`src/common/ufr_params.svh`:
```
/*
 * Register offsets, field positions and reset values of the USB flag
 * router block. Definitions only; include once per compilation unit.
 */
`ifndef UFR_PARAMS_SVH
`define UFR_PARAMS_SVH

`define UFR_OFS_EVENT_FLAGS 8'h1c
`define UFR_OFS_STICKY_MASK 8'h20
`define UFR_OFS_PORT_MASKS 8'h24
`define UFR_OFS_SOF_COUNT 8'h28
`define UFR_OFS_PACKET_ID 8'h2c
`define UFR_OFS_ENDPOINT 8'h30
`define UFR_OFS_EP_TAG_MASK 8'h34
`define UFR_OFS_OTG_MASK 8'h38
`define UFR_OFS_POWER_SIG 8'h3c
`define UFR_OFS_IRQ_STATUS 8'h40
`define UFR_OFS_IRQ_MASK 8'h44

`define UFR_FLAG_W 7
`define UFR_FLAG_TOKEN 6
`define UFR_FLAG_SE0 5
`define UFR_FLAG_K 4
`define UFR_FLAG_J 3
`define UFR_FLAG_CRC16 2
`define UFR_FLAG_RXACTIVE 1
`define UFR_FLAG_RXERROR 0
`define UFR_FLAG_LEVEL_BITS 7'h03

`define UFR_SOF_W 11
`define UFR_EP_VALID_BIT 4
`define UFR_EP_TAG 5'h10
`define UFR_PWR_VALID_BIT 8

`define UFR_IRQ_W 4
`define UFR_IRQ_TOKEN 0
`define UFR_IRQ_CRC16 1
`define UFR_IRQ_SOF 2
`define UFR_IRQ_PKT 3

`define UFR_RESET_WORD 32'h0000_0000

`endif

```
`src/common/ufr_pkg.sv`:
```
/*
 * Types and shared helpers of the USB flag router block.
 * Assumes ufr_params.svh is on the include path.
 */
`include "ufr_params.svh"

package ufr_pkg;

  typedef logic [`UFR_FLAG_W-1:0] ufr_flags_type;

  // Line state coding of the transceiver
  typedef enum logic [1:0] {
    UFR_LS_SE0 = 2'h0,
    UFR_LS_J = 2'h1,
    UFR_LS_K = 2'h2,
    UFR_LS_SE1 = 2'h3
  } ufr_linestate_type;

  // High when any flag picked by the mask is high
  function automatic logic ufr_any_masked(input logic [7:0] mask,
                                          input ufr_flags_type flags);
    ufr_any_masked = |(mask[`UFR_FLAG_W-1:0] & flags);
  endfunction

endpackage

```
`src/common/ufr_reg_if.sv`:
```
/*
 * Register access carrier between the bus slave and the register file.
 * Assumes both ends share hclk; strobes are one-cycle pulses.
 */
`timescale 1ns/10ps

interface ufr_reg_if;
  logic wr_en;
  logic rd_en;
  logic [7:0] addr;
  logic [31:0] wdata;
  logic [31:0] rdata;

  modport bus_side (
    output wr_en,
    output rd_en,
    output addr,
    output wdata,
    input rdata
  );

  modport reg_side (
    input wr_en,
    input rd_en,
    input addr,
    input wdata,
    output rdata
  );
endinterface

```
`src/verilog/ufr_ahb_slave.sv`:
```
/*
 * AHB-Lite slave front end: writes complete with no wait state, reads
 * take one wait state so that read data come from a register.
 * Assumes single word transfers and that hready is this slave's hreadyout.
 */
`timescale 1ns/10ps

module ufr_ahb_slave (
  input wire logic hclk,
  input wire logic hresetn,
  input wire logic hsel,
  input wire logic [31:0] haddr,
  input wire logic [1:0] htrans,
  input wire logic hwrite,
  input wire logic [2:0] hsize,
  input wire logic [31:0] hwdata,
  input wire logic hready,
  output logic hreadyout,
  output logic hresp,
  output logic [31:0] hrdata,
  ufr_reg_if.bus_side regs
);

  logic dp_valid_r;
  logic dp_write_r;
  logic [7:0] dp_addr_r;
  logic rd_wait_r;
  logic [31:0] hrdata_r;
  logic take;
  logic unused_ok;

  // Size is not checked: only whole-word transfers are issued
  assign unused_ok = ^{hsize, haddr[31:8], haddr[1:0]};
  assign take = hsel & htrans[1] & hready;

  always_ff @(posedge hclk or negedge hresetn) begin
    if (!hresetn) begin
      dp_valid_r <= 1'b0;
      dp_write_r <= 1'b0;
      dp_addr_r <= 8'h00;
    end else if (hready) begin
      dp_valid_r <= take;
      dp_write_r <= hwrite;
      dp_addr_r <= {haddr[7:2], 2'h0};
    end
  end

  // The wait state lets a write just ahead of a read land first
  always_ff @(posedge hclk or negedge hresetn) begin
    if (!hresetn) begin
      rd_wait_r <= 1'b0;
    end else begin
      rd_wait_r <= take & ~hwrite;
    end
  end

  always_ff @(posedge hclk or negedge hresetn) begin
    if (!hresetn) begin
      hrdata_r <= 32'h0000_0000;
    end else if (rd_wait_r) begin
      hrdata_r <= regs.rdata;
    end
  end

  assign hreadyout = ~rd_wait_r;
  assign hresp = 1'b0;
  assign hrdata = hrdata_r;
  assign regs.addr = dp_addr_r;
  assign regs.wdata = hwdata;
  assign regs.wr_en = dp_valid_r & dp_write_r & hready;
  assign regs.rd_en = rd_wait_r;

endmodule

```
`src/verilog/ufr_flag_engine.sv`:
```
/*
 * Event flag store with per-bit stickiness and write-one-to-clear.
 * Assumes raise inputs are already formed for this cycle.
 */
`timescale 1ns/10ps

`include "ufr_params.svh"

module ufr_flag_engine (
  input wire logic hclk,
  input wire logic hresetn,
  input wire ufr_pkg::ufr_flags_type raise,
  input wire ufr_pkg::ufr_flags_type sticky,
  input wire ufr_pkg::ufr_flags_type sw_clear,
  input wire logic pkt_start,
  output ufr_pkg::ufr_flags_type flags
);

  ufr_pkg::ufr_flags_type flags_r;
  ufr_pkg::ufr_flags_type flags_nxt;
  ufr_pkg::ufr_flags_type keep;
  ufr_pkg::ufr_flags_type level_bits;

  assign level_bits = `UFR_FLAG_LEVEL_BITS;
  // Sticky bits hold; level bits follow; others drop at packet start
  assign keep = sticky | (~level_bits & {`UFR_FLAG_W{~pkt_start}});
  // Raise wins over a clear in the same cycle
  assign flags_nxt = raise | (flags_r & keep & ~sw_clear);

  always_ff @(posedge hclk or negedge hresetn) begin
    if (!hresetn) begin
      flags_r <= '0;
    end else begin
      flags_r <= flags_nxt;
    end
  end

  assign flags = flags_r;

endmodule

```
`src/verilog/ufr_top.sv`:
```
/*
 * Register-controlled part of a USB interface machine: event flags routed
 * onto three processor port bits, start-of-frame count, last packet id and
 * endpoint capture, endpoint tagging on the receive port, OTG mask and
 * power-signalling words, and a read-to-clear interrupt.
 * Assumes receive-side inputs are synchronous to hclk; strobes are
 * one-cycle pulses.
 */
`timescale 1ns/10ps

`include "ufr_params.svh"

// Summary of operation
// - First port is OR of flags masked by bits 7:0
// - Second port ORs flags masked by bits 15:8
// - Third port ORs flags masked by bits 23:16
// - Eleven-bit frame counter, software readable and writable
// - Capture each received packet id, read-only
// - Store last token endpoint number, read-only
// - Endpoint valid bit set once endpoint stored
// - Tagged endpoints leave receive port ORed with 0x10
// - Thirty-two bit OTG mask word, read-write
// - Power word: valid bit 8, data 7:0
// - Seven event flags from token, line, CRC, receive
// - Non-sticky flags clear when next packet begins, except receive active and error, which follow their inputs
// - Sticky flags hold until software writes one
module ufr_top (
  input wire logic hclk,
  input wire logic hresetn,
  input wire logic hsel,
  input wire logic [31:0] haddr,
  input wire logic [1:0] htrans,
  input wire logic hwrite,
  input wire logic [2:0] hsize,
  input wire logic [31:0] hwdata,
  input wire logic hready,
  output logic hreadyout,
  output logic hresp,
  output logic [31:0] hrdata,
  input wire logic pkt_start,
  input wire logic token_ok,
  input wire logic crc16_fail,
  input wire logic [1:0] line_state,
  input wire logic rx_active,
  input wire logic rx_error,
  input wire logic pid_valid,
  input wire logic [3:0] pid,
  input wire logic ep_valid,
  input wire logic [3:0] ep,
  input wire logic sof_valid,
  input wire logic [10:0] sof_frame,
  output logic flag_port_first,
  output logic flag_port_second,
  output logic flag_port_third,
  output logic [4:0] rx_ep_out,
  output logic rx_ep_strobe,
  output logic irq
);

  ufr_reg_if regs ();

  logic [31:0] port_masks_r;
  ufr_pkg::ufr_flags_type sticky_r;
  logic [`UFR_SOF_W-1:0] sof_r;
  logic [3:0] pid_r;
  logic [3:0] ep_r;
  logic ep_ok_r;
  logic [15:0] ep_tag_mask_r;
  logic [31:0] otg_mask_r;
  logic [8:0] power_r;
  logic [`UFR_IRQ_W-1:0] irq_status_r;
  logic [`UFR_IRQ_W-1:0] irq_mask_r;
  logic [4:0] rx_ep_out_r;
  logic rx_ep_strobe_r;

  ufr_pkg::ufr_flags_type event_flag_vector;
  ufr_pkg::ufr_flags_type raise;
  ufr_pkg::ufr_flags_type sw_clear;
  ufr_pkg::ufr_linestate_type ls;
  logic [`UFR_IRQ_W-1:0] irq_events;
  logic [`UFR_IRQ_W-1:0] irq_status_nxt;
  logic [31:0] rdata_mux;

  logic wr_flags;
  logic wr_sticky;
  logic wr_pmask;
  logic wr_sof;
  logic wr_tag;
  logic wr_otg;
  logic wr_power;
  logic wr_imask;
  logic rd_istatus;

  ufr_ahb_slave u_slave (
    .hclk(hclk),
    .hresetn(hresetn),
    .hsel(hsel),
    .haddr(haddr),
    .htrans(htrans),
    .hwrite(hwrite),
    .hsize(hsize),
    .hwdata(hwdata),
    .hready(hready),
    .hreadyout(hreadyout),
    .hresp(hresp),
    .hrdata(hrdata),
    .regs(regs)
  );

  // Write and read decode; unmapped addresses fall through
  assign wr_flags = regs.wr_en & (regs.addr == `UFR_OFS_EVENT_FLAGS);
  assign wr_sticky = regs.wr_en & (regs.addr == `UFR_OFS_STICKY_MASK);
  assign wr_pmask = regs.wr_en & (regs.addr == `UFR_OFS_PORT_MASKS);
  assign wr_sof = regs.wr_en & (regs.addr == `UFR_OFS_SOF_COUNT);
  assign wr_tag = regs.wr_en & (regs.addr == `UFR_OFS_EP_TAG_MASK);
  assign wr_otg = regs.wr_en & (regs.addr == `UFR_OFS_OTG_MASK);
  assign wr_power = regs.wr_en & (regs.addr == `UFR_OFS_POWER_SIG);
  assign wr_imask = regs.wr_en & (regs.addr == `UFR_OFS_IRQ_MASK);
  assign rd_istatus = regs.rd_en & (regs.addr == `UFR_OFS_IRQ_STATUS);

  // Event flag sources
  assign ls = ufr_pkg::ufr_linestate_type'(line_state);
  always_comb begin
    raise = '0;
    raise[`UFR_FLAG_TOKEN] = token_ok;
    raise[`UFR_FLAG_SE0] = (ls == ufr_pkg::UFR_LS_SE0);
    raise[`UFR_FLAG_K] = (ls == ufr_pkg::UFR_LS_K);
    raise[`UFR_FLAG_J] = (ls == ufr_pkg::UFR_LS_J);
    raise[`UFR_FLAG_CRC16] = crc16_fail;
    raise[`UFR_FLAG_RXACTIVE] = rx_active;
    raise[`UFR_FLAG_RXERROR] = rx_error;
  end

  assign sw_clear = wr_flags ? regs.wdata[`UFR_FLAG_W-1:0] : '0;

  ufr_flag_engine u_flags (
    .hclk(hclk),
    .hresetn(hresetn),
    .raise(raise),
    .sticky(sticky_r),
    .sw_clear(sw_clear),
    .pkt_start(pkt_start),
    .flags(event_flag_vector)
  );

  // Port outputs follow the flag store with no extra delay
  assign flag_port_first =
    ufr_pkg::ufr_any_masked(port_masks_r[7:0], event_flag_vector);
  assign flag_port_second =
    ufr_pkg::ufr_any_masked(port_masks_r[15:8], event_flag_vector);
  assign flag_port_third =
    ufr_pkg::ufr_any_masked(port_masks_r[23:16], event_flag_vector);

  // Software configuration words
  always_ff @(posedge hclk or negedge hresetn) begin
    if (!hresetn) begin
      port_masks_r <= `UFR_RESET_WORD;
    end else if (wr_pmask) begin
      port_masks_r <= regs.wdata;
    end
  end

  always_ff @(posedge hclk or negedge hresetn) begin
    if (!hresetn) begin
      sticky_r <= '0;
    end else if (wr_sticky) begin
      sticky_r <= regs.wdata[`UFR_FLAG_W-1:0];
    end
  end

  always_ff @(posedge hclk or negedge hresetn) begin
    if (!hresetn) begin
      ep_tag_mask_r <= 16'h0000;
    end else if (wr_tag) begin
      ep_tag_mask_r <= regs.wdata[15:0];
    end
  end

  always_ff @(posedge hclk or negedge hresetn) begin
    if (!hresetn) begin
      otg_mask_r <= `UFR_RESET_WORD;
    end else if (wr_otg) begin
      otg_mask_r <= regs.wdata;
    end
  end

  always_ff @(posedge hclk or negedge hresetn) begin
    if (!hresetn) begin
      power_r <= 9'h000;
    end else if (wr_power) begin
      power_r <= regs.wdata[`UFR_PWR_VALID_BIT:0];
    end
  end

  always_ff @(posedge hclk or negedge hresetn) begin
    if (!hresetn) begin
      irq_mask_r <= '0;
    end else if (wr_imask) begin
      irq_mask_r <= regs.wdata[`UFR_IRQ_W-1:0];
    end
  end

  // A received frame number beats a software write in the same cycle
  always_ff @(posedge hclk or negedge hresetn) begin
    if (!hresetn) begin
      sof_r <= '0;
    end else if (sof_valid) begin
      sof_r <= sof_frame;
    end else if (wr_sof) begin
      sof_r <= regs.wdata[`UFR_SOF_W-1:0];
    end
  end

  always_ff @(posedge hclk or negedge hresetn) begin
    if (!hresetn) begin
      pid_r <= 4'h0;
    end else if (pid_valid) begin
      pid_r <= pid;
    end
  end

  always_ff @(posedge hclk or negedge hresetn) begin
    if (!hresetn) begin
      ep_r <= 4'h0;
      ep_ok_r <= 1'b0;
    end else if (ep_valid) begin
      ep_r <= ep;
      ep_ok_r <= 1'b1;
    end
  end

  // Receive port: endpoint leaves tagged when its match bit is set
  always_ff @(posedge hclk or negedge hresetn) begin
    if (!hresetn) begin
      rx_ep_out_r <= 5'h00;
      rx_ep_strobe_r <= 1'b0;
    end else begin
      rx_ep_strobe_r <= ep_valid;
      if (ep_valid) begin
        rx_ep_out_r <= {1'b0, ep} |
          (ep_tag_mask_r[ep] ? `UFR_EP_TAG : 5'h00);
      end
    end
  end

  assign rx_ep_out = rx_ep_out_r;
  assign rx_ep_strobe = rx_ep_strobe_r;

  // Interrupt status: new events beat the clear-on-read
  assign irq_events[`UFR_IRQ_TOKEN] = token_ok;
  assign irq_events[`UFR_IRQ_CRC16] = crc16_fail;
  assign irq_events[`UFR_IRQ_SOF] = sof_valid;
  assign irq_events[`UFR_IRQ_PKT] = pkt_start;
  assign irq_status_nxt = irq_events |
    (irq_status_r & {`UFR_IRQ_W{~rd_istatus}});

  always_ff @(posedge hclk or negedge hresetn) begin
    if (!hresetn) begin
      irq_status_r <= '0;
    end else begin
      irq_status_r <= irq_status_nxt;
    end
  end

  assign irq = |(irq_status_r & irq_mask_r);

  // Read mux; reserved bits and unmapped addresses read zero
  always_comb begin
    rdata_mux = 32'h0000_0000;
    unique case (regs.addr)
      `UFR_OFS_EVENT_FLAGS: rdata_mux[`UFR_FLAG_W-1:0] = event_flag_vector;
      `UFR_OFS_STICKY_MASK: rdata_mux[`UFR_FLAG_W-1:0] = sticky_r;
      `UFR_OFS_PORT_MASKS: rdata_mux = port_masks_r;
      `UFR_OFS_SOF_COUNT: rdata_mux[`UFR_SOF_W-1:0] = sof_r;
      `UFR_OFS_PACKET_ID: rdata_mux[3:0] = pid_r;
      `UFR_OFS_ENDPOINT: rdata_mux[`UFR_EP_VALID_BIT:0] = {ep_ok_r, ep_r};
      `UFR_OFS_EP_TAG_MASK: rdata_mux[15:0] = ep_tag_mask_r;
      `UFR_OFS_OTG_MASK: rdata_mux = otg_mask_r;
      `UFR_OFS_POWER_SIG: rdata_mux[`UFR_PWR_VALID_BIT:0] = power_r;
      `UFR_OFS_IRQ_STATUS: rdata_mux[`UFR_IRQ_W-1:0] = irq_status_r;
      `UFR_OFS_IRQ_MASK: rdata_mux[`UFR_IRQ_W-1:0] = irq_mask_r;
      default: rdata_mux = 32'h0000_0000;
    endcase
  end

  assign regs.rdata = rdata_mux;

endmodule

```
`config.mk`:
```
export PLATFORM = sky130hd
export DESIGN_NAME = ufr_top
export DESIGN_NICKNAME = d
export VERILOG_FILES = /design/src/common/ufr_pkg.sv /design/src/common/ufr_reg_if.sv /design/src/verilog/ufr_ahb_slave.sv /design/src/verilog/ufr_flag_engine.sv /design/src/verilog/ufr_top.sv
export VERILOG_INCLUDE_DIRS = /design/src /design/src/common
export SDC_FILE = /design/constraint.sdc
export NUM_CORES = 1
export LEC_CHECK = 0
export BUFFER_PORTS_ARGS = -buffer_cell sky130_fd_sc_hd__buf_2
export CORE_ASPECT_RATIO = 1.25
export CORE_MARGIN = 4
export CORE_UTILIZATION = 25
export CTS_BUF_LIST = sky130_fd_sc_hd__clkbuf_4 sky130_fd_sc_hd__clkbuf_8
export CTS_CLUSTER_DIAMETER = 40
export DETAILED_ROUTE_END_ITERATION = 16
export HOLD_SLACK_MARGIN = 0.1
export PLACE_DENSITY_LB_ADDON = 0.2
export SLEW_MARGIN = 5
export SYNTH_ARGS = -nofsm -noshare
export SYNTH_HDL_FRONTEND = slang
export SYNTH_SLANG_ARGS = --single-unit
export TNS_END_PERCENT = 20
```
`constraint.sdc`:
```
create_clock -name hclk -period 4 [get_ports hclk]
set_input_delay 0.8 -clock hclk [delete_from_list [all_inputs] [get_ports hclk]]
set_output_delay 0.8 -clock hclk [all_outputs]
set_load 0.02 [all_outputs]
```
## Yosys cells after proc, flatten, opt, wreduce, memory -nomap -nowiden

Index checks and enable logic that the tools add are counted.

| operators by class | value |
|---|---|
| magnitude comparators | 1 |
| equality and inequality tests | 13 |
| muxes and demuxes | 13 |
| bitwise logic cells | 30 |
| reduce and logical (&&, ||, !) cells | 6 |

Operators by type and width:

| kind | number |
|---|---|
| == test 6 x 4 -> 1 bit (second input constant) | 8 |
| case mux 4 bit (11 select lines) | 1 |
| AND 7 bit | 5 |
| case mux 16 bit (2 select lines) | 1 |
| 2-to-1 mux 11 bit | 2 |
| OR reduction 7 bit | 3 |
| case mux 5 bit (3 select lines) | 1 |
| AND 1 bit | 14 |
| bitwise OR 7 bit | 2 |
| case mux 2 bit (7 select lines) | 1 |
| == test 6 x 5 -> 1 bit (second input constant) | 2 |
| case mux 2 bit (5 select lines) | 1 |
| AND 4 bit | 2 |
| case mux 1 bit (8 select lines) | 1 |
| case mux 2 bit (4 select lines) | 1 |
| 2-to-1 mux 7 bit | 1 |
| NOT 7 bit | 1 |
| == test 6 x 3 -> 1 bit (second input constant) | 1 |
| < comparator 4 x 5 -> 1 bit (second input constant) | 1 |
| 2-to-1 mux 5 bit | 1 |
| bitwise OR 4 x 5 -> 5 bit | 1 |
| binary-select mux 1 bit (select 4 bit) | 1 |
| NOT 1 bit | 4 |
| bitwise OR 4 bit | 1 |
| other kinds (6) | 6 |

| word-level totals | value |
|---|---|
| register bits after elaboration | 178 |
| input bits | 103 |
| word-level logic and storage cells | 82 |

## Logic depth before layout (Yosys ltp)

Gate-level depths: netlist of the first run.

| logic depth | value |
|---|---|
| word-level depth | 7 |
| mapped depth | 8 |

## By module

Synthesis of the first run repeated with hierarchy kept, for this count alone.

| unflattened totals | value |
|---|---|
| cells, all modules | 634 |
| area, all modules | 8468.1 um^2 |

By module, submodules not included:

| module | times used | cells an instance | area each (um^2) | sequential area each (um^2) |
|---|---|---|---|---|
| ufr_top | 1 | 481 | 6226.0 | 3153.0 |
| ufr_ahb_slave | 1 | 127 | 1950.6 | 1026.0 |
| ufr_flag_engine | 1 | 26 | 291.5 | 175.2 |

## Worst setup path after synthesis of the first run

OpenSTA, ideal clock, no wires.

| timing path | value |
|---|---|
| kind | input to register |
| start | in hready |
| end | reg ep_tag_mask_r[10] |
| library setup time | 0.125 ns |
| arrival | 2.076 ns |
| data required time | 3.875 ns |
| path slack | 1.799 ns |
| stages | 4 |
| buffers on the path | 1 |
| cells stage by stage | nand3_2 > nor3_2 > buf_2 > mux2_2 |

| between the ends | value |
|---|---|
| longest elaborated chain between the ends | 2 |

RTL lines:

| item | RTL line | RTL |
|---|---|---|
| from (decl) | ufr_top.sv:36 | `input wire logic hready,` |
| AND 1 bit | ufr_ahb_slave.sv:70 | `assign regs.wr_en = dp_valid_r & dp_write_r & hready;` |
| AND 1 bit | ufr_top.sv:115 | `` assign wr_tag = regs.wr_en & (regs.addr == `UFR_OFS_EP_TAG_MASK); `` |
| to (signal assigned) | ufr_top.sv:175 | `ep_tag_mask_r <= regs.wdata[15:0];` |
| to (decl) | ufr_top.sv:68 | `logic [15:0] ep_tag_mask_r;` |

Every way passes these cells.
A chain may end at the register's enable or synchronous reset.

## Worst setup path after layout of the first run

| timing path | value |
|---|---|
| start | reg u_slave.dp_addr_r[5] (netlist: u_slave.regs.addr[5]) |
| end | reg power_r[4] |

| between the ends | value |
|---|---|
| longest elaborated chain between the ends | 2 |

RTL lines:

| item | RTL line | RTL |
|---|---|---|
| from (decl) | ufr_ahb_slave.sv:26 | `logic [7:0] dp_addr_r;` |
| from (signal assigned) | ufr_ahb_slave.sv:44 | `dp_addr_r <= {haddr[7:2], 2'h0};` |
| == test 6 x 4 -> 1 bit | - |  |
| AND 1 bit | ufr_top.sv:117 | `` assign wr_power = regs.wr_en & (regs.addr == `UFR_OFS_POWER_SIG); `` |
| to (signal assigned) | ufr_top.sv:191 | `` power_r <= regs.wdata[`UFR_PWR_VALID_BIT:0]; `` |
| to (decl) | ufr_top.sv:70 | `logic [8:0] power_r;` |

Every way passes these cells.

==> summary.md, run 1 <==
| Metric | Value |
|---|---|
| Stages on the worst setup path | `3` |
| Asr flop ratio synth | `100%` |
| DP Area | `approximately 8800 µm²` |
| Largest net degree at the start of global routing | `93` |
| Slowest cell on crit path | `nor3_2` |
| Synth Area in Simple Gates | `8.29%` |
| Synth cell types | `between 40 and 50` |
| Post-synth top flop | `dfrtp_1` |
| Via Count | `5469` |
| Remaining DRCs | `0` |
| CP Launch Point | `u_slave.regs.addr[5]$_DFFE_PN0P_` |
| Synth Area in Compound Gates | `~11%` |
| Crit path max-delay family | `simple AND/OR/NAND/NOR gates` |
| Syn_nets | `between 700 and 800` |
| Die Y | `205 µm` |
| Antenna violations before repair | `1` |
| Worst setup endpoint | `power_r[4]$_DFFE_PN0P_` |
| Clock transition at the registers of the reported paths | `between 0.1 and 0.15 ns` |
| Layout cells sized above 1 | `40.7%` |
| H-Tree Depth | `4` |
| Rows | `72` |
| CTS Hold Bufs | `0` |
| Max Cap Violations | `0` |
| WP data arrival | `2.98 ns` |
| Total Routing Usage GR | `13.9%` |
| Final Critical Period | `2.64 ns` |
| Max Clock Freq | `379 MHz` |
| Tot Pwr | `3700 µW` |
| CP Cell Sequence | `nand4bb_1 > nor3_2 > mux2_2` |
| Syn Area/Cell | `12.7 µm²` |
| Core box area | `between 30000 and 40000 µm²` |
| Seq cells post-synth | `174` |
| Peak supply drop | `about 0.17 mV` |
| Post-route ant nets | `0` |
| Max Slew Vio Count | `0` |
| Setup WS pre-CTS | `approximately 1.2 ns` |
| Root Buffer | `clkbuf_8` |
| Starting Density | `around 25%` |
| Status | `complete, no violations` |
| Post-Syn Instances | `between 600 and 700` |
| Adder-cell share of the synthesized area | `0%` |
| Worst setup margin | `1.36 ns` |
| Drt via density | `4.78` |
| XOR/XNOR share of the synthesized area | `0%` |
| Power per Cell Area | `401 nW/µm²` |
| DPL Wire Length | `16700 µm` |
| WL final | `~24000 µm` |
| Sequential area share after synthesis | `55.9%` |
| Clock buffer depth | `2` |
| DP Cell Count | `1112` |
| Crit path kind | `flip-flop to flip-flop` |
| Gr ovfl total | `0` |
| Hold/Removal Path Class | `input pin to asynchronous set/reset pin` |
| Post-synth EDFFs | `0` |
| Final number of setup-violating endpoints | `0` |
| Number of CTS-inserted buffers | `17` |
| Largest stage delay, worst path | `0.85 ns` |
| Synth warnings | `0` |
| Mux share of post-synthesis cell area | `21.5%` |
| Max_slew headroom | `39.5%` |
| Pre-Repair DR Iteration Count | `7` |
| Final Instance Area | `9210 µm²` |
| RD Place Congestion | `0.780` |
| Largest family of logic cells by synthesized area | `multiplexers` |
| RR Endpoint | `power_r[4]$_DFFE_PN0P_` |
| Worst clock skew | `0.0187 ns` |
| Final Non-Filler Cells | `1145` |
| Post-CTS Resized | `0` |
| First-pass GRT wire length | `36100 µm` |
| Tcrit/Tclk final | `65.9%` |
| Setup tns final | `0 ns` |
| Vias in the first global route | `approximately 5700` |
| Port Buffer Count | `115` |
| Fillers | `3251` |
| Nets | `827` |
| Worst slew pin tran | `0.905 ns` |
| TritonCTS clock tree | `built` |
| WL/cell | `20.7 µm` |
| Latest clock arrival within the worst-skew pair | `between 0.4 and 0.5 ns` |
| Final Hold Viols | `0` |
| Worst Path Max Fanout | `13` |
| Cell depth of the worst flop-to-flop path | `3` |
| Lkg Pwr | `0.00422 µW` |
| Post CTS Setup Buffer Count | `0` |
| Worst setup EP type | `flip-flop` |
| Mapped Area | `7790 µm²` |
| Initial drt markers | `434` |
| RSZ-0062 raised after global routing | `no` |
| FF-to-FF setup slack | `1.36 ns` |
| Startpoint types | `flip-flop` |
| Worst path buffer plus inverter count | `0` |
| Area grow syn2layout | `18.2%` |
| WP data required | `4.34 ns` |
| R2r startpoint | `u_slave.regs.addr[5]$_DFFE_PN0P_` |
| Ports | `147` |
| TritonCTS Sinks | `roughly 170` |
| Die width | `166 µm` |
| Die area | `34100 µm²` |
[sequential cells by signal (all words and copies together), names as in the netlist]
signal              cells
u_slave.regs.rd_en      1
u_slave.dp_write_r      1
u_flags.flags           7
rx_ep_strobe            1
irq_status_r            4
port_masks_r           32
ep_r                    3
pid_r                   4
sof_r                  11
otg_mask_r             32
power_r                 9
sticky_r                7
ep_tag_mask_r          16
u_slave.regs.addr       6
irq_mask_r              4
ep_ok_r                 1
u_slave.dp_valid_r      1
rx_ep_out               2
u_slave.hrdata         32
[cell families (layout without fill, tap and decap cells)]
group | count (synthesis) | after routing
AOI/OAI and AO/OA | 125 | 125
buffers and inverters | 44 | 168
DFF | 174 | 174
muxes | 144 | 144
other | 1 | 2
and+or+nand+nor | 125 | 125
[final cells by class]
type,count,area (µm²),area share [%]
diodes,1,2.50,0.0272
repair buffers,129,712,7.73
clock buffers,18,248,2.69
inverters,7,26.3,0.285
flip-flops and latches,174,4350,47.3
multi-input cells,395,3210,34.9
well taps,407,509,5.53
clock inverters,14,144,1.56
[worst min-delay path by stage]
stage	startpoint	to	slack [ns]	cells past startpoint
CTS	hresetn	port_masks_r[15]$_DFFE_PN0P_	0.44	1
floorplan	ep_ok_r$_DFFE_PN0P_	ep_ok_r$_DFFE_PN0P_	0.44	1
finish	hresetn	otg_mask_r[15]$_DFFE_PN0P_	0.43	1
detailed placement	ep_ok_r$_DFFE_PN0P_	ep_ok_r$_DFFE_PN0P_	0.47	1
global route	hresetn	otg_mask_r[15]$_DFFE_PN0P_	0.47	1
global placement	u_slave.hrdata[0]$_DFFE_PN0P_	u_slave.hrdata[0]$_DFFE_PN0P_	0.47	1
[worst register-to-register path, cell delays in order (launching register included)]
cell and delay, ns:
dfrtp_1 0.63, nand4bb_1 0.63, nor3_2 0.85, mux2_2 0.41
[per-stage QoR]
| stage | util, % | hold WS, ns |
|---|---|---|
| 6_report | 29.9 | 0.429 |
| 5_1_grt | 29.9 | 0.474 |
| 4_1_cts | 29.9 | 0.441 |
| 3_5_place_dp | 28.6 | 0.473 |
| 3_3_place_gp | 28.6 | 0.469 |
| 2_1_floorplan | - | 0.439 |
[cell usage after synthesis, types with 2 or more instances]
cell      count  area (µm²)
a21o_1        7        52.6
a21oi_1      19        95.1
a221oi_1     22         193
a222oi_1      6        60.1
a22o_1        2        17.5
a22oi_1      23         173
a31o_2        2        17.5
a31oi_1       9        56.3
a32oi_1       2        17.5
and3_1        2        12.5
buf_1         4        15.0
buf_2        11        55.1
buf_4         2        15.0
buf_6         6        67.6
clkbuf_1     14        52.6
dfrtp_1     174        4350
inv_1         7        26.3
mux2_1        2        22.5
mux2_2      113        1270
mux2i_1      22         220
mux4_2        7         158
nand2_1      36         135
nand2b_1      4        25.0
nand3_1       9        45.0
nor2_1       50         188
nor3_2        4        40.0
nor3_4        2        32.5
o21ai_0      24         120
o21bai_1      2        15.0
o32ai_1       3        26.3
or2_2         3        18.8
or3_1         2        12.5
or4b_1        2        20.0
[power breakdown]
group          total (µW)  internal, µW  switching (µW)
sequential           1980          1880             103
clock                1240           483             753
combinational         480           189             290
total                3700          2550            1150
[layout by cell type, fill, tap and decap left out, types with 4 or more instances in the layout]
| master | n |
|---|---|
| a31oi_1 | 9 |
| buf_2 | 114 |
| nor2_1 | 48 |
| a22oi_1 | 23 |
| clkbuf_8 | 18 |
| nor3_2 | 5 |
| a21oi_1 | 19 |
| a21o_1 | 7 |
| o21ai_0 | 24 |
| buf_4 | 12 |
| nand3_1 | 9 |
| mux2_2 | 113 |
| a221oi_1 | 22 |
| inv_8 | 7 |
| mux2i_1 | 22 |
| dfrtp_1 | 174 |
| a222oi_1 | 6 |
| nand2b_1 | 4 |
| nand2_1 | 36 |
| mux4_2 | 7 |
| inv_1 | 7 |
[metal layers]
metal	vias to the layer above	share of wire, %	GRT usage [%]
li1	2493	-	-
met1	2829	47	18.6
met2	132	48	23.2
met3	15	4.3	3.17
met4	0	0.93	3.15
met5	-	0	0
Note: power is estimated with default switching activity, not from simulation.
==> run 2: changes to the inputs <==
Settings changed: ABC_AREA set to 1.
Clock period 4 ns to 2.2 ns, I/O delays scaled along.
==> summary.md, run 2 <==
| Metric | Value |
|---|---|
| Status | `complete, no violations` |
| Most frequent cells in the layout | `nand2_1, dfrtp_1, o21ai_0, buf_2, nand3_1` |
| Clock transition at the registers of the reported paths | `0.09 ns` |
| Worst slew pin tran | `0.696 ns` |
| Die area | `34100 µm²` |
| Post-synth top flop | `dfrtp_1` |
| Final Non-Filler Cells | `1510` |
| Max_slew headroom | `53.2%` |
| CP Cell Sequence | `nand2_1 > nand2_1 > a221oi_1 > nand4_1 > buf_2` |
| Crit path kind | `flip-flop to output pin` |
| Pre-Repair DR Iteration Count | `5` |
| WL/cell | `17.0 µm` |
| Synth top cells by count | `nand2_1, dfrtp_1, o21ai_0` |
| Lkg Pwr | `0.00480 µW` |
| DPL Wire Length | `18500 µm` |
| Max Cap Violations | `0` |
| Slowest cell on crit path | `dfrtp_2` |
| Number of CTS-inserted buffers | `17` |
| Top cell type's share of synthesized area | `a little under three fifths` |
| Starting Density | `between 20% and 30%` |
| Vias in the first global route | `about 6800` |
| Port Buffer Count | `115` |
| Total Routing Usage GR | `15.3%` |
| Syn_nets | `between 1000 and 1500` |
| Met1 Usage GRT | `20.4%` |
| Mapped Area | `just under 8000 µm²` |
| WL final | `25600 µm` |
| Fillers | `roughly 3400` |
| Nets | `1194` |
| Most common cell after layout, fill and taps aside | `nand2_1` |
| Latest clock arrival within the worst-skew pair | `0.48 ns` |
| Worst clock skew | `approximately 0.016 ns` |
| Sequential share of power | `52.8%` |
| Hold/Removal Path Class | `input pin to flip-flop` |
| Core box area | `30900 µm²` |
| WP data required | `between 1.5 and 2 ns` |
| Asr flop ratio synth | `100%` |
| Switching fraction of total power | `29.3%` |
| Gr ovfl total | `0` |
| Int Pwr | `4770 µW` |
| Initial drt markers | `490` |
| Final Hold Viols | `0` |
| Final number of setup-violating endpoints | `0` |
| Clk pwr share | `between 30 and 40%` |
| Largest net degree at the start of global routing | `65` |
| Sequential area share after synthesis | `a little under three fifths` |
| Synth warnings | `0` |
| Switching power | `1980 µW` |
| Crit path max-delay family | `flip-flops` |
| Seq cells post-synth | `174` |
| GRT Max-Usage Layer | `met2` |
| First-pass GRT wire length | `about 40000 µm` |
| Power per Cell Area | `711 nW/µm²` |
| Synth area leaders | `dfrtp_1, nand2_1, o21ai_0` |
| Synth cell types | `32` |
| TritonCTS clock tree | `built` |
| Die width | `about 170 µm` |
| Via Count | `6805` |
| Met3 Usage GRT | `2.33%` |
| Tcrit/Tclk final | `97.3%` |
| Layout cells sized above 1 | `a little under a fifth` |
| Worst path buffer plus inverter count | `1` |
| Antenna violations before repair | `0` |
| Drt via density | `between 4 and 5` |
| Worst setup EP type | `output pin` |
| Root Buffer | `clkbuf_8` |
| Remaining DRCs | `0` |
| DP Cell Count | `1475` |
| Crit path top cell by count | `nand2_1` |
| Syn Area/Cell | `between 8 and 9 µm²` |
| Post-synth top area cell | `dfrtp_1` |
| Peak supply drop | `roughly 0.37 mV` |
| RSZ-0062 raised after global routing | `yes` |
| Final Util | `30.8%` |
| Worst Path Max Fanout | `3` |
| Area grow syn2layout | `21.8%` |
| Post-route ant nets | `0` |
| H-Tree Depth | `4` |
| RD Place Congestion | `a little over 0.8` |
| Rows | `72` |
| Largest stage delay, worst path | `0.46 ns` |
| Ports | `147` |
| Die Y | `206 µm` |
| Post-synth EDFFs | `0` |
| Most common cell in the synthesized netlist | `nand2_1` |
| Max Slew Vio Count | `0` |
| TritonCTS Sinks | `roughly 170` |
| Max Clock Freq | `between 400 and 500 MHz` |
| WP data arrival | `1.70 ns` |
| M2 GR Usage | `25.6%` |
| Post-Syn Instances | `just under 1000` |
| Final Critical Period | `2.14 ns` |
| Startpoint types | `flip-flop` |
| Clock buffer depth | `2` |
| Comb power frac | `13.0%` |
| ANT cells | `0` |
run 2: cell count changes after synthesis, moves of 15 or more:
| cell | change |
|---|---|
| nand2_1 | +303 |
| inv_1 | +55 |
| a22oi_1 | -23 |
| nor2_1 | +18 |
| mux2_2 | -108 |
| a21oi_1 | +15 |
| nand3_1 | +70 |
| mux2i_1 | -22 |
| o21ai_0 | +98 |
| a221oi_1 | -19 |
run 2: worst paths after layout:
path / slack, ns / cells past startpoint / to / start
setup / recovery: 0.06 / 5 / flag_port_first / u_flags.flags[0]$_DFF_PN0_
hold / removal: 0.13 / 1 / rx_ep_strobe$_DFF_PN0_ / ep_valid
setup reg to reg: 0.28 / 7 / sticky_r[4]$_DFFE_PN0P_ / u_slave.regs.addr[5]$_DFFE_PN0P_
hold reg to reg: 0.48 / 2 / u_slave.hrdata[10]$_DFFE_PN0P_ / u_slave.hrdata[10]$_DFFE_PN0P_
max in group asynchronous: 1.06 / 3 / u_flags.flags[6]$_DFF_PN0_ / hresetn
min in group asynchronous: 0.51 / 2 / u_slave.regs.addr[6]$_DFFE_PN0P_ / hresetn
run 2: layer usage:
layer | wire length [µm] | part of all wire (%)
met5 | 0 | 0
met4 | 628 | 2.5
met3 | 844 | 3.3
met2 | 12400 | 49
met1 | 11700 | 46
run 2: power groups by stage:
stage               logic (µW)  registers, µW  clock network [µW]
finish                     882           3570                2310
floorplan                  354           3690                   0
global placement           882           3630                   0
CTS                        900           3570                2390
global route               992           3590                2510
detailed placement         891           3630                   0
run 2: worst register-to-register path, cell delays in order (launching register included):
cell and delay, ns:
dfrtp_1 0.47, inv_2 0.09, nor2_4 0.22, nand2_4 0.11, nor2_1 0.31, nand2_1 0.38
nand2_1 0.14, o21ai_0 0.08
run 2: layout make-up:
type / count / area (µm²) / area share, %
flip-flops and latches: 174 / 4360 / 45.9
multi-input cells: 683 / 3030 / 31.9
repair buffers: 149 / 965 / 10.2
well taps: 407 / 509 / 5.36
clock buffers: 20 / 263 / 2.76
inverters: 66 / 248 / 2.61
clock inverters: 11 / 131 / 1.38
run 2: repair_timing:
| action | 4_1_cts | 5_1_grt |
|---|---|---|
| hold buffers | 1 | 0 |
| hold endpoints to repair | 43 | 0 |
| buffers inserted | 1 | 2 |
| gates cloned | 0 | 0 |
| gates resized for setup | 2 | 2 |
| pin swaps | 1 | 1 |
| endpoints found under the setup margin | 2 | 2 |
run 2: metrics by stage:
step	setup slack, ns	hold WS (ns)	TNS (ns)	area [µm²]	total power [µW]
detailed placement	0.313	0.451	0	9050	4520
finish	0.0594	0.127	0	9500	6760
global route	-0.0461	0.106	-0.0461	9500	7100
global placement	0.354	0.445	0	9050	4510
floorplan	0.683	0.144	0	7800	4040
CTS	0.0174	0.108	0	9480	6860
run 2: kinds of logic after synthesis:
family,Yosys count,share of synthesized area (%)
compound gates,167,11.0
buf+inv,106,5.52
flops,174,55.8
mux,5,0.722
other cells,1,0.0481
simple gates,510,26.9
